**src/rtl/irq_resolver_pkg.sv**
```systemverilog
// package for the interrupt priority resolver: source indices, levels, carriers
// assumes the core clock drives everything; no software-reachable registers
package irq_resolver_pkg;

  localparam int NUM_SOURCES = 42;
  localparam int SRC_W = 6;
  localparam int NUM_LEVEL3 = 6;

  // level 3 order, highest first
  localparam logic [5:0] SRC_HW_RESET = 6'h00;
  localparam logic [5:0] SRC_STACK_ERR = 6'h01;
  localparam logic [5:0] SRC_ILLEGAL = 6'h02;
  localparam logic [5:0] SRC_DEBUG = 6'h03;
  localparam logic [5:0] SRC_TRAP = 6'h04;
  localparam logic [5:0] SRC_NONMASK = 6'h05;
  // maskable order, highest first
  localparam logic [5:0] SRC_EXT_A = 6'h06;
  localparam logic [5:0] SRC_DMA0 = 6'h0A;
  localparam logic [5:0] SRC_HOST_CMD = 6'h10;
  localparam logic [5:0] SRC_HOST_TX_EMPTY = 6'h11;
  localparam logic [5:0] SRC_HOST_RX_FULL = 6'h12;
  localparam logic [5:0] SRC_SSP0_BASE = 6'h13;
  localparam logic [5:0] SRC_SSP1_BASE = 6'h19;
  localparam logic [5:0] SRC_ASP_BASE = 6'h1F;
  localparam logic [5:0] SRC_TIMER_BASE = 6'h24;

  localparam logic [1:0] LEVEL_TOP = 2'h3;
  localparam logic [3:0] EXT_MODE_RESET = 4'h0;
  localparam logic [1:0] MASK_RESET = 2'h0;
  localparam logic [3:0] PIN_IDLE_RESET = 4'hF;
  localparam logic [3:0] EDGE_LATCH_RESET = 4'h0;

  typedef struct packed {
    logic valid;
    logic [SRC_W-1:0] source;
    logic [1:0] level;
  } winner_t;

endpackage

```
**src/rtl/interrupt_priority_resolver.sv**
```systemverilog
// interrupt priority resolver: picks one pending source and its level each clock
// assumes all inputs are synchronous to clk; the core sequencer samples winner
`timescale 1ns/1ps

module interrupt_priority_resolver
  import irq_resolver_pkg::*;
(
  // clock and reset
  input wire logic clk,
  input wire logic reset,
  // level 3 requests, index order per level 3 ranking
  input wire logic [NUM_LEVEL3-1:0] level3_request,
  // external pins, active low, bit 0 is pin a
  input wire logic ext_request_a_n,
  input wire logic ext_request_b_n,
  input wire logic ext_request_c_n,
  input wire logic ext_request_d_n,
  input wire logic [3:0] pin_trigger_mode_bit,
  input wire logic [3:0] ext_edge_clear,
  // maskable peripheral requests and their levels
  input wire logic [5:0] dma_request,
  input wire logic [2:0] host_request,
  input wire logic [5:0] sync_serial_port0,
  input wire logic [5:0] sync_serial_port1,
  input wire logic [4:0] async_serial_port,
  input wire logic [5:0] timer_request,
  input wire logic [2*NUM_SOURCES-1:0] priority_level,
  input wire logic [3:0] ext_enable,
  // status register mask
  input wire logic [1:0] status_mask,
  // to the core sequencer
  output winner_t winner
);

  ////////////////////////////////////////////////////////////////////////////
  // external pin capture

  logic [3:0] pins_n;
  logic [3:0] pins_prev;
  logic [3:0] pin_fell;
  logic [3:0] edge_latch;
  logic [3:0] next_pins_prev;
  logic [3:0] next_edge_latch;
  logic [3:0] ext_pending;

  assign pins_n = {ext_request_d_n, ext_request_c_n, ext_request_b_n, ext_request_a_n};
  assign pin_fell = pins_prev & ~pins_n;

  always_comb begin
    next_pins_prev = pins_n;
    // set wins over clear so an edge in the clearing cycle is kept
    // a level-mode pin keeps no latch, so switching a pin to edge mode cannot serve a stale edge
    next_edge_latch = ((edge_latch & ~ext_edge_clear) | pin_fell) & pin_trigger_mode_bit;
  end

  // per pin, the mode bit picks the latched falling edge or the live low level
  for (genvar p = 0; p < 4; p++) begin : g_pin
    assign ext_pending[p] = pin_trigger_mode_bit[p] ? edge_latch[p] : ~pins_n[p];
  end

  always_ff @(posedge clk or posedge reset) begin
    if (reset) begin
      pins_prev <= PIN_IDLE_RESET;
      edge_latch <= EDGE_LATCH_RESET;
    end else begin
      pins_prev <= next_pins_prev;
      edge_latch <= next_edge_latch;
    end
  end

  ////////////////////////////////////////////////////////////////////////////
  // pending vector in ranking order; index 0 ranks highest

  // index map: 0-5 level 3, 6-9 pins a-d, 10-15 dma, 16-18 host,
  // 19-24 serial port 0, 25-30 serial port 1, 31-35 async port, 36-41 timers
  logic [NUM_SOURCES-1:0] pending;
  logic [1:0] src_level [NUM_SOURCES];

  always_comb begin
    pending = '0;
    pending[SRC_NONMASK:SRC_HW_RESET] = level3_request;
    pending[SRC_EXT_A +: 4] = ext_pending & ext_enable;
    pending[SRC_DMA0 +: 6] = dma_request;
    // host input bits: 0 command, 1 transmit empty, 2 receive full
    pending[SRC_HOST_CMD] = host_request[0];
    pending[SRC_HOST_TX_EMPTY] = host_request[1];
    pending[SRC_HOST_RX_FULL] = host_request[2];
    // serial bits 0..5 already in rank order: rx exc, rx, rx last, tx exc, tx last, tx
    pending[SRC_SSP0_BASE +: 6] = sync_serial_port0;
    pending[SRC_SSP1_BASE +: 6] = sync_serial_port1;
    // async bits: rx exc, rx, tx, idle, timer
    pending[SRC_ASP_BASE +: 5] = async_serial_port;
    // timer bits: t0 ovf, t0 cmp, t1 ovf, t1 cmp, t2 ovf, t2 cmp
    pending[SRC_TIMER_BASE +: 6] = timer_request;
    for (int i = 0; i < NUM_SOURCES; i++) begin
      if (i < NUM_LEVEL3) begin
        src_level[i] = LEVEL_TOP;
      end else begin
        // a maskable source programmed to level 3 is treated as level 2
        src_level[i] = (priority_level[2*i +: 2] == LEVEL_TOP) ? 2'h2 : priority_level[2*i +: 2];
      end
    end
  end

  ////////////////////////////////////////////////////////////////////////////
  // mask: level 3 always passes; a maskable source needs a level at or above the mask

  logic [NUM_SOURCES-1:0] eligible;

  always_comb begin
    eligible = '0;
    for (int i = 0; i < NUM_SOURCES; i++) begin
      eligible[i] = pending[i] && (i < NUM_LEVEL3 || src_level[i] >= status_mask);
    end
  end

  ////////////////////////////////////////////////////////////////////////////
  // resolve: first eligible source on each level, then the highest level that has one

  logic [3:0] level_found;
  logic [SRC_W-1:0] level_first [4];
  winner_t next_winner;

  // scanning downward from the top index leaves the lowest index, the highest rank, written last
  always_comb begin
    level_found = '0;
    for (int lv = 0; lv < 4; lv++) begin
      level_first[lv] = '0;
      for (int i = NUM_SOURCES - 1; i >= 0; i--) begin
        if (eligible[i] && src_level[i] == lv[1:0]) begin
          level_found[lv] = 1'b1;
          level_first[lv] = i[SRC_W-1:0];
        end
      end
    end
  end

  // levels are visited upward, so the highest level holding a candidate is written last
  always_comb begin
    next_winner = '0;
    for (int lv = 0; lv < 4; lv++) begin
      if (level_found[lv]) begin
        next_winner.valid = 1'b1;
        next_winner.source = level_first[lv];
        next_winner.level = lv[1:0];
      end
    end
  end

  always_ff @(posedge clk or posedge reset) begin
    if (reset) begin
      winner <= '0;
    end else begin
      winner <= next_winner;
    end
  end

  ////////////////////////////////////////////////////////////////////////////
  // elaboration checks: the source map must tile the pending vector in rank order

  if (SRC_HW_RESET != 0 || SRC_NONMASK + 1 != NUM_LEVEL3) begin : g_bad_level3
    $error("level 3 sources must fill the lowest indices");
  end

  if (SRC_EXT_A != NUM_LEVEL3) begin : g_bad_pins
    $error("external pins must follow the level 3 block");
  end

  if (SRC_DMA0 != SRC_EXT_A + 4) begin : g_bad_dma
    $error("dma channels must follow the four pins");
  end

  if (SRC_HOST_CMD != SRC_DMA0 + 6) begin : g_bad_host
    $error("host sources must follow the six dma channels");
  end

  if (SRC_HOST_TX_EMPTY != SRC_HOST_CMD + 1 || SRC_HOST_RX_FULL != SRC_HOST_CMD + 2) begin : g_bad_host_order
    $error("host sources must rank command, transmit empty, receive full");
  end

  if (SRC_SSP0_BASE != SRC_HOST_CMD + 3) begin : g_bad_port0
    $error("serial port 0 must follow the host sources");
  end

  if (SRC_SSP1_BASE != SRC_SSP0_BASE + 6) begin : g_bad_port1
    $error("serial port 1 must follow serial port 0");
  end

  if (SRC_ASP_BASE != SRC_SSP1_BASE + 6) begin : g_bad_async
    $error("async port must follow serial port 1");
  end

  if (SRC_TIMER_BASE != SRC_ASP_BASE + 5) begin : g_bad_timer
    $error("timers must follow the async port");
  end

  if (NUM_SOURCES != SRC_TIMER_BASE + 6) begin : g_bad_count
    $error("source count must end with the last timer");
  end

  if (NUM_SOURCES > (1 << SRC_W)) begin : g_bad_width
    $error("source index width too narrow for the source count");
  end

  if (LEVEL_TOP != 2'h3) begin : g_bad_top
    $error("the level clamp assumes level 3 is the top two-bit level");
  end

  if (PIN_IDLE_RESET != 4'hF || EDGE_LATCH_RESET != 4'h0) begin : g_bad_pin_reset
    $error("pin history must reset idle high with no edge latched");
  end

endmodule

```
**config.mk**
```make
export PLATFORM = sky130hd
export DESIGN_NAME = interrupt_priority_resolver
export DESIGN_NICKNAME = d
export VERILOG_FILES = /design/src/rtl/irq_resolver_pkg.sv /design/src/rtl/interrupt_priority_resolver.sv
export SDC_FILE = /design/constraint.sdc
export NUM_CORES = 1
export LEC_CHECK = 0
export BUFFER_PORTS_ARGS = -buffer_cell sky130_fd_sc_hd__buf_2
export CAP_MARGIN = 20
export CORE_UTILIZATION = 54
export DETAILED_ROUTE_END_ITERATION = 8
export PLACE_DENSITY = 0.84
export SKIP_LAST_GASP = 1
export SLEW_MARGIN = 20
export SYNTH_ARGS = -nofsm -noshare
export SYNTH_HDL_FRONTEND = slang
export SYNTH_SLANG_ARGS = --single-unit
```
**constraint.sdc**
```tcl
create_clock -name clk -period 3.04 [get_ports clk]
set_input_delay 0.152 -clock clk [delete_from_list [all_inputs] [get_ports clk]]
set_output_delay 0.152 -clock clk [all_outputs]
set_load 0.01 [all_outputs]
```
### Yosys cells after proc, flatten, opt, wreduce, memory -nomap -nowiden

Cells that the tools add are included.

| storage, ports and cells | value |
|---|---|
| bits in registers | 17 |
| input port bits | 142 |
| output and inout port bits | 9 |
| word-level logic and storage cells | 756 |

| cells by class | value |
|---|---|
| $lt $le $gt $ge | 36 |
| equal/unequal tests | 144 |
| multiplexer cells | 344 |
| bitwise gates (word level) | 11 |
| reduce and logical (&&, ||, !) cells | 216 |

Operator list:

| kind | count |
|---|---|
| $mux W6 | 150 |
| $eq A2 B2 Y1 const B | 108 |
| $logic_and A1 B1 Y1 | 180 |
| $mux W1 | 154 |
| $eq A2 B1 Y1 const B | 36 |
| $ge A2 B2 Y1 | 36 |
| $logic_not A2 Y1 | 36 |
| $mux W2 | 36 |
| $mux W9 | 4 |
| $and A4 B4 Y4 | 4 |
| $not A4 Y4 | 2 |
| $not A1 Y1 | 4 |
| $or A4 B4 Y4 | 1 |

### Longest topological paths before layout

Gate-level depths: netlist of the first run.

| logic depth | value |
|---|---|
| word-level depth | 48 |
| mapped depth | 12 |

### Least setup slack after synthesis of the first run

OpenSTA, ideal clock, no wires.

| path | value |
|---|---|
| path type | input port to flip-flop |
| start point | input status_mask[1] |
| end point | register winner[4] in the netlist's numbering |
| arrival time | 2,852 ps |
| required time | 2,960 ps |
| slack | 108 ps |
| stages | 10 |
| cells stage by stage | inv_1 > ha_1 > a21oi_2 > and2b_1 > a2111o_1 > and4b_2 > nand4_4 > nand2b_4 > a211o_1 > o211ai_2 |

RTL lines:

| what | line | RTL |
|---|---|---|
| from (decl) | interrupt_priority_resolver.sv:30 | `input wire logic [1:0] status_mask,` |
| to (signal assigned) | interrupt_priority_resolver.sv:154 | `winner <= next_winner;` |
| to (decl) | interrupt_priority_resolver.sv:32 | `output winner_t winner` |

==> impl_metrics.yaml, run 1 <==
grt:
  grt_pass1_wl_mm: 24.15
  grt_max_degree: 37
  overflow: 0
  groute.usage.overall_pct: 30.38
  antenna_found_initial: 0
  grt_pass1_vias: 5354
drt:
  viasPerCell: 6.271
  antenna_left: 0
  route.detailed.drc: 0
  vias: 5619
  drt-pass1-iter-count: 7
  wl_per_cell_um: 16.28
  wl_mm: 14.59
  drt-initial-drc-count: 312
timing:
  max-slew-margin-rel_pct: 54.30
  fin_crit_sh_pct: 91.06
  setup_tns_ns: 0
  fin_ws_ns: 0.2717
  rsz0062_at_grt: "false"
  hold_viol_final: 0
  final-setup-viol-count: 0
  tightest_slew_ns: 0.6760
  timing.hold.ws_ns: 0.01983
  drv_slew: 0
  post-route-min-period_ns: 2.768
  timing.fmax_mhz: 361.2
  finClkSkew_ns: 0.002248
finish:
  n_fill_cell: 779
  area.growth.synth_to_final_pct: 20.20
  drive_gt1_share_pct: 26.40
  final_nets: 1003
  antenna_cells: 0
synth:
  syn-cell-area_mm2: 0.004845
  async_reset_ff_share_pct: 100.0
  synth_seq_cells: 17
  synth_edf_count: 0
  seq_area_frac_synth_pct: 8.884
  yosysTopAreaCell: "ha_1"
  synthFlopType: "dfrtp_1"
  ys_warn_count: 0
  syn_area_per_cell_um2: 7.408
  synth_nets: 868
  ys_types: 75
  netlist_top_cells_area: "ha_1 (19%), nand2b_1 (8.5%), dfrtp_1 (6.7%), nor2_1 (5.1%), a21oi_1 (4.6%)"
  synth_top_area_share_pct: 18.60
  syn_inst: 654
critical_path:
  max_stage_delay_ns: 0.48
  cpMaxStageDelayCell: "or3b_2"
  crit_chain: "buf_2 > buf_12 > ha_1 > or3b_2 > o211ai_1 > o211ai_1 > a221oi_1 > o2111ai_1 > a31oi_1 > o221ai_1 > a31o_2 > a31oi_1"
  reg2reg_to: "winner[4]"
  r2r_start: "edge_latch[3]"
  startpoint_type: "primary input"
  cp-end-kind: "flip-flop"
  cp.arrival_ns: 2.93
  crit_required_ns: 3.20
  crit_type: "primary input to flip-flop"
  cp_max_fo: 14
  rrSetupSlack_ns: 0.52
  ff2ff_path_depth: 9
run:
  maxCapViolCount: 0
die:
  pin_count: 151
  initial_core_util_pct: 55.55
  chipHeight_um: 96.72
  die-area_mm2: 0.009355
  core-area_mm2: 0.008721
  fp-row-count: 34
  die_w_um: 96.72
clocking:
  cts.htree.levels: 1
  cts.hold.buffers_added: 1
  cts_max_path_buffers: 2
  cts_buffers: 3
  post_cts_buffers: 0
  clk_latency_ns: 0.25
  tritoncts: "done"
  clock-root-buffer: "clkbuf_8"
  cts_resized: 0
  cts.sinks: 17
  clkTransAtPathRegs_ns: 0.06
hold_path:
  holdPathStages: 1
  hold_end: "pins_prev[1]"
  min-delay-start: "ext_request_b_n"
  worstHoldPathType: "primary input to flip-flop"
outcome:
  status: "finished, final reports clean"
power:
  p_total_mw: 1.290
  p_leak_nw: 2.790
  ir_drop_v: 0.00009944
  power.density_cell_area_mw_per_mm2: 221.6
place:
  globalplace.congestion: 0.9400
  post-place-ws_ns: 0.02728
  dp_hpwl_mm: 12.64
  port_buffers: 138
[metrics by stage]
stage	std cells	util [%]	cell area, µm²
after global placement	891	66.13	5767
after CTS	896	66.77	5823
after global routing	896	66.77	5823
after floorplan	654	-	4845
after detailed placement	891	66.13	5767
final	896	66.77	5823
[per-layer routing]
| metal | vias to the layer above | GRT usage, % | wire, µm | share of wire [%] |
|---|---|---|---|---|
| met2 | 237 | 53.63 | 6985 | 48 |
| li1 | 2741 | - | - | - |
| met1 | 2623 | 40.14 | 6476 | 44 |
| met5 | - | 0 | 0 | 0 |
| met3 | 18 | 2.601 | 966 | 6.6 |
| met4 | 0 | 6.544 | 162 | 1.1 |
[worst max-delay path by stage]
stage	startpoint	end	cells past startpoint
3_3_place_gp	status_mask[0]	winner[4]	12
3_5_place_dp	status_mask[0]	winner[4]	12
2_1_floorplan	status_mask[1]	winner[4]	10
4_1_cts	status_mask[0]	winner[4]	12
6_report	status_mask[0]	winner[2]	12
5_1_grt	status_mask[0]	winner[4]	12
[worst max-delay path: cells and delay by family]
family | cells | cell delay [ns]
compound gates | 8 | 1.68
fa+ha+maj | 1 | 0.28
simple gates | 1 | 0.48
buf+inv | 2 | 0.33
[report_power, final]
group	leakage [nW]	internal [mW]	total, mW	switching (mW)
Clock	0.0255	0.0907	0.163	0.0723
Combinational	2.56	0.398	0.888	0.490
Sequential	0.203	0.237	0.239	0.00253
Total	2.79	0.725	1.29	0.565
[cells in the mapped netlist (10+ instances only)]
cell / instances
ha_1: 72
nand2_1: 35
a21o_1: 13
nand4b_1: 12
nor2_1: 66
nand2b_1: 66
nand3_1: 15
a21oi_1: 45
and2_1: 10
inv_1: 22
nor4b_1: 11
nor2b_1: 11
dfrtp_1: 13
nor3_1: 18
and3_1: 19
clkbuf_1: 37
nor3b_1: 17
o21ai_0: 17
[registers in the layout (all words and copies together), names as in the netlist]
register    cells
winner          9
edge_latch      4
pins_prev       4
[cell usage in the layout (no fill, tap or decap), drive strengths merged, types with 5 or more instances in the layout]
| cell | count |
|---|---|
| and3b | 9 |
| nor2 | 67 |
| nand3 | 15 |
| a21boi | 6 |
| and4b | 8 |
| o21ai | 21 |
| nor2b | 11 |
| a21oi | 48 |
| nand2 | 35 |
| nor3 | 19 |
| ha | 72 |
| a31oi | 8 |
| nand4 | 5 |
| o211ai | 8 |
| dfrtp | 13 |
| and3 | 21 |
| inv | 22 |
| or3b | 7 |
| nor4b | 11 |
| a2111oi | 9 |
| nand2b | 68 |
| o311ai | 6 |
| a21o | 13 |
| and2 | 10 |
| buf | 166 |
| nor4 | 12 |
| nor3b | 17 |
| nand4b | 13 |
| o2111ai | 5 |
[cell type report]
cell class	count	area, µm²	share of cell area, %
clock buffer	3	41.29	0.7091
clock inverter	1	5.005	0.08595
inverter	22	82.58	1.418
multi-input combinational	578	4193	72.00
sequential	17	430.4	7.392
tap	108	135.1	2.321
timing repair buffer	167	935.9	16.07
[cell families after synthesis]
kind of cell	share of synthesized area, %
adder cells (fa/ha/maj)	18.59
flip-flops	8.884
AO/OA/AOI/OAI	25.08
AND/OR/NAND/NOR	42.87
buffers and inverters	4.571
Power figures use the tool's default switching activity.
==> inputs of run 2 (changes only) <==
--- a/config.mk
+++ b/config.mk
@@ -7,9 +7,11 @@
 export LEC_CHECK = 0
 export BUFFER_PORTS_ARGS = -buffer_cell sky130_fd_sc_hd__buf_2
 export CAP_MARGIN = 20
-export CORE_UTILIZATION = 54
+export CELL_PAD_IN_SITES_DETAIL_PLACEMENT = 1
+export CELL_PAD_IN_SITES_GLOBAL_PLACEMENT = 2
+export CORE_UTILIZATION = 29
 export DETAILED_ROUTE_END_ITERATION = 8
-export PLACE_DENSITY = 0.84
+export PLACE_DENSITY_LB_ADDON = 0.1
 export SKIP_LAST_GASP = 1
 export SLEW_MARGIN = 20
 export SYNTH_ARGS = -nofsm -noshare
==> run 2 against run 1 <==
Against the previous run:
- sequential power about the same
- clock power rose by 61%
- wire length rose by 30%
- combinational power grew 10%
- die area up 84%
- clock-buffer cell count up 1
- setup slack worse by 0.056 ns
- power grew 15%
==> impl_metrics.yaml, run 2 (same netlist as run 1, synthesis figures left out) <==
finish:
  final_common_cell: "buf_2"
  largest_register_ffs: 9
  largest_register: "winner"
  final_nets: 1035
  drive_gt1_share_pct: 29.63
  final_cell_mix: "buf_2 (138), ha_1 (72), nand2b_1 (66)"
  top_regs: "winner: 9 flops, edge_latch: 4 flops, pins_prev: 4 flops"
  multiInputGateArea_mm2: 0.004208
  antenna_cells: 0
  area.growth.synth_to_final_pct: 29.39
  seqCellArea_um2: 430.4
  n_fill_cell: 2071
grt:
  grt_max_degree: 19
  groute.usage.overall_pct: 22.00
  overflow: 0
  grt_pass1_vias: 5996
  grt_pass1_wl_mm: 30.72
  antenna_found_initial: 0
clocking:
  tritoncts: "done"
  clkTransAtPathRegs_ns: 0.05
  cts_resized: 0
  cts.htree.levels: 1
  cts.hold.buffers_added: 0
  clock-root-buffer: "clkbuf_16"
  cts_buffers: 3
  cts_max_path_buffers: 2
  cts.sinks: 17
  post_cts_buffers: 0
  clk_latency_ns: 0.25
timing:
  rsz0062_at_grt: "false"
  final-setup-viol-count: 0
  timing.fmax_mhz: 354.1
  hold_viol_final: 0
  setup_tns_ns: 0
  timing.hold.ws_ns: 0.0002821
  drv_slew: 0
  max-slew-margin-rel_pct: 54.64
  post-route-min-period_ns: 2.824
  fin_crit_sh_pct: 92.89
  tightest_slew_ns: 0.6797
  finClkSkew_ns: 0.002422
drt:
  antenna_left: 0
  route.detailed.drc: 0
  vias: 5608
  drt-pass1-iter-count: 4
  wl_per_cell_um: 18.31
  drt-initial-drc-count: 164
  wl_mm: 18.97
  viasPerCell: 5.413
critical_path:
  cp-end-kind: "flip-flop"
  cpMaxStageDelayCell: "o31ai_1"
  critical_path_depth: 14
  cp_max_fo: 16
  reg2reg_to: "winner[4]"
  crit_start: "status_mask[1]"
  crit_chain: "buf_2 > inv_1 > buf_12 > buf_12 > ha_1 > o21ai_0 > nor4_1 > a31oi_1 > a211o_1 > a221oi_1 > o31ai_1 > a21oi_1 > o31a_1 > o2bb2ai_1"
  rrSetupSlack_ns: 0.51
  cp_common_cell: "buf_12"
  crit_required_ns: 3.21
  startpoint_type: "primary input"
  critical_path.top_delay_family: "compound AO/OA/AOI/OAI gates"
  ff2ff_path_depth: 9
  crit_type: "primary input to flip-flop"
  crit_end: "winner[3]"
  cp.arrival_ns: 2.99
  path_buf_inv: 4
  r2r_start: "edge_latch[2]"
  max_stage_delay_ns: 0.41
power:
  p_total_mw: 1.483
  ir_drop_v: 0.0001517
  power.density_cell_area_mw_per_mm2: 236.5
  p_leak_nw: 2.972
die:
  pin_count: 151
  chipHeight_um: 131.3
  die-area_mm2: 0.01723
  die_w_um: 131.3
  fp-row-count: 46
  core-area_mm2: 0.01612
  initial_core_util_pct: 30.06
hold_path:
  worstHoldPathType: "primary input to async pin"
outcome:
  status: "finished, final reports clean"
run:
  maxCapViolCount: 0
place:
  dp_hpwl_mm: 16.97
  globalplace.congestion: 0.8601
  port_buffers: 138
## run 2: changes by cell type in the layout (fill, tap and decap cells not counted), sizes merged
cell         before  now
dlygate4sd3       1    0
clkbuf            3    4
buf             166  199
clkinv            1    0
## run 2: where the power goes
group	total [mW]	internal (mW)	leakage, nW	switching (mW)
Sequential	0.241	0.237	0.203	0.00349
Clock	0.262	0.178	0.0382	0.0839
Combinational	0.980	0.443	2.73	0.537
## run 2: layer usage
layer,global-route usage [%],routed length (µm),up-vias
li1,-,-,2796
met1,28.04,8802,2682
met2,41.05,9405,119
met3,1.273,614,11
met4,3.295,144,0
met5,0,0,-
## run 2: final cells by class
type                       count  share of cell area (%)
multi-input combinational    578                   67.13
timing repair buffer         199                   19.12
tap                          216                   4.311
sequential                    17                   6.866
inverter                      22                   1.317
clock buffer                   4                   1.257
## run 2: metrics by stage
step / util [%] / cells / area, µm² / setup WS [ns]
final: 38.90 / 1036 / 6269 / 0.2160
after global routing: 38.90 / 1036 / 6269 / 0.0005593
after CTS: 38.80 / 1036 / 6254 / 0.1417
after detailed placement: 38.32 / 1032 / 6175 / -0.1213
after global placement: 38.32 / 1032 / 6175 / -0.1107
after floorplan: - / 654 / 4845 / 0.1079
## run 2: worst min-delay path by stage
stage	end	slack (ns)	depth (start not counted)
after global placement	pins_prev[1]	0.28	1
after floorplan	edge_latch[0]	0.08	1
after CTS	pins_prev[1]	0.01	1
after global routing	pins_prev[3]	0.02	1
after detailed placement	pins_prev[1]	0.28	1
final	edge_latch[0]	0.0003	2
==> inputs of run 3 (changes only) <==
--- a/config.mk
+++ b/config.mk
@@ -12,6 +12,7 @@
 export CORE_UTILIZATION = 29
 export DETAILED_ROUTE_END_ITERATION = 8
 export PLACE_DENSITY_LB_ADDON = 0.1
+export RECOVER_POWER = 100
 export SKIP_LAST_GASP = 1
 export SLEW_MARGIN = 20
 export SYNTH_ARGS = -nofsm -noshare
==> run 3 against run 2 <==
Against the previous run:
- the flow now finishes with violations (hold timing)
- fmax up 0.22%
- clock power hardly changed
- clock skew grew 0.00083 ns
- power about the same
- worst hold slack got worse by 0.0016 ns
- highest routed layer unchanged
- largest power group unchanged
- sequential share of layout area about the same
- final cell count did not move
==> impl_metrics.yaml, run 3 (same netlist as run 1, synthesis figures left out) <==
clocking:
  tritoncts: "done"
  post_cts_buffers: 0
  cts.sinks: 17
  cts_max_path_buffers: 2
  clkTransAtPathRegs_ns: 0.05
  clk_latency_ns: 0.25
  clock-root-buffer: "clkbuf_16"
  cts.htree.levels: 1
  cts_buffers: 3
finish:
  final_common_cell: "buf_2"
  area.growth.synth_to_final_pct: 29.00
  largest_register: "winner"
  final_util_pct: 38.78
  n_fill_cell: 2070
  top_regs: "winner: 9 flops, edge_latch: 4 flops, pins_prev: 4 flops"
  largest_register_ffs: 9
  final_cell_mix: "buf_2 (125), ha_1 (72), nand2b_1 (66)"
  final_nets: 1035
  antenna_cells: 0
  drive_gt1_share_pct: 28.05
die:
  die-area_mm2: 0.01723
  initial_core_util_pct: 30.06
  die_w_um: 131.3
  chipHeight_um: 131.3
  core-area_mm2: 0.01612
  fp-row-count: 46
  pin_count: 151
timing:
  hold_viol_final: 6
  tightest_slew_ns: 0.6780
  timing.hold.ws_ns: -0.001297
  final-setup-viol-count: 0
  finClkSkew_ns: 0.003254
  fin_crit_sh_pct: 92.69
  rsz0062_at_grt: "false"
  timing.fmax_mhz: 354.9
  post-route-min-period_ns: 2.818
  drv_slew: 0
  setup_tns_ns: 0
  max-slew-margin-rel_pct: 54.75
critical_path:
  startpoint_type: "primary input"
  critical_path.top_delay_family: "compound AO/OA/AOI/OAI gates"
  path_buf_inv: 4
  crit_required_ns: 3.21
  max_stage_delay_ns: 0.41
  cp.arrival_ns: 2.98
  cp_max_fo: 16
  crit_chain: "buf_2 > inv_1 > buf_12 > buf_12 > ha_1 > o21ai_0 > nor4_1 > a31oi_1 > a211o_1 > a221oi_1 > o31ai_1 > a21oi_1 > o31a_1 > o2bb2ai_1"
  cp_common_cell: "buf_12"
  crit_type: "primary input to flip-flop"
  cpMaxStageDelayCell: "o31ai_1"
  cp-end-kind: "flip-flop"
place:
  port_buffers: 138
  dp_hpwl_mm: 16.97
  globalplace.congestion: 0.8601
drt:
  wl_mm: 18.99
  viasPerCell: 5.403
  vias: 5597
  antenna_left: 0
  drt-pass1-iter-count: 4
  wl_per_cell_um: 18.33
  route.detailed.drc: 0
  drt-initial-drc-count: 164
power:
  pwr-share-clk_pct: 17.7
  p_sw_uw: 626.4
  p_leak_nw: 2.929
  comb_power_share_pct: 66.0
  power.density_cell_area_mw_per_mm2: 237.0
  sw_frac_of_total_pct: 42.28
  internal_power_uw: 855.0
  ir_drop_v: 0.0001529
  seq_power_share_pct: 16.3
run:
  maxCapViolCount: 0
grt:
  grt_use_met2_pct: 41.05
  grt_pass1_vias: 5996
  overflow: 0
  antenna_found_initial: 0
  met1_usage_pct: 28.04
  grt_pass1_wl_mm: 30.72
  grt_max_degree: 19
  grt_busiest_layer: "met2"
  met3_usage_pct: 1.273
  groute.usage.overall_pct: 22.00
outcome:
  status: "complete, but fails checks"
  violations: "hold timing"
hold_path:
  worstHoldPathType: "primary input to async pin"
## run 3: path summary, 6_finish.rpt
kind	startpoint	to	slack (ns)	depth (start not counted)
setup / recovery	status_mask[1]	winner[3]	0.22	14
hold / removal	reset	edge_latch[0]	-0.001	2
setup reg to reg	edge_latch[2]	winner[4]	0.51	9
hold reg to reg	pins_prev[3]	edge_latch[3]	0.65	3
max in group asynchronous	reset	winner[5]	2.61	2
min in group clk	ext_request_b_n	pins_prev[1]	0.01	1
## run 3: timing repair
item,CTS,global route
setup endpoints to repair,0,4
hold buffers,0,0
gates resized for setup,0,5
## run 3: final cells by class
| cell class | count | area [µm²] | area share [%] |
|---|---|---|---|
| sequential | 17 | 430.4 | 6.887 |
| inverter | 22 | 82.58 | 1.321 |
| multi-input combinational | 578 | 4208 | 67.33 |
| timing repair buffer | 199 | 1180 | 18.88 |
| tap | 216 | 270.3 | 4.324 |
| clock buffer | 4 | 78.83 | 1.261 |
## run 3: power groups by stage
| stage | registers, mW | logic [mW] | clock network, mW |
|---|---|---|---|
| 5_1_grt | 0.242 | 1.09 | 0.280 |
| 2_1_floorplan | 0.244 | 0.557 | 0 |
| 6_report | 0.241 | 0.978 | 0.263 |
| 4_1_cts | 0.240 | 0.989 | 0.272 |
| 3_5_place_dp | 0.244 | 0.982 | 0 |
| 3_3_place_gp | 0.244 | 0.940 | 0 |
## run 3: stage by stage
| step | cells | area (µm²) | hold slack (ns) | setup slack (ns) | power, mW |
|---|---|---|---|---|---|
| 3_3_place_gp | 1032 | 6175 | 0.2769 | -0.1107 | 1.183 |
| 2_1_floorplan | 654 | 4845 | 0.07515 | 0.1079 | 0.8012 |
| 4_1_cts | 1036 | 6254 | 0.01451 | 0.1417 | 1.501 |
| 5_1_grt | 1036 | 6250 | 0.01746 | 0.0005593 | 1.611 |
| 6_report | 1036 | 6250 | -0.001297 | 0.2222 | 1.481 |
| 3_5_place_dp | 1032 | 6175 | 0.2791 | -0.1213 | 1.226 |
## run 3: per-layer routing
metal	wire [µm]	vias to the layer above	share of wire (%)
li1	-	2796	-
met1	8930	2688	47
met2	9424	102	50
met3	494	11	2.6
met4	144	0	0.76
met5	0	-	0
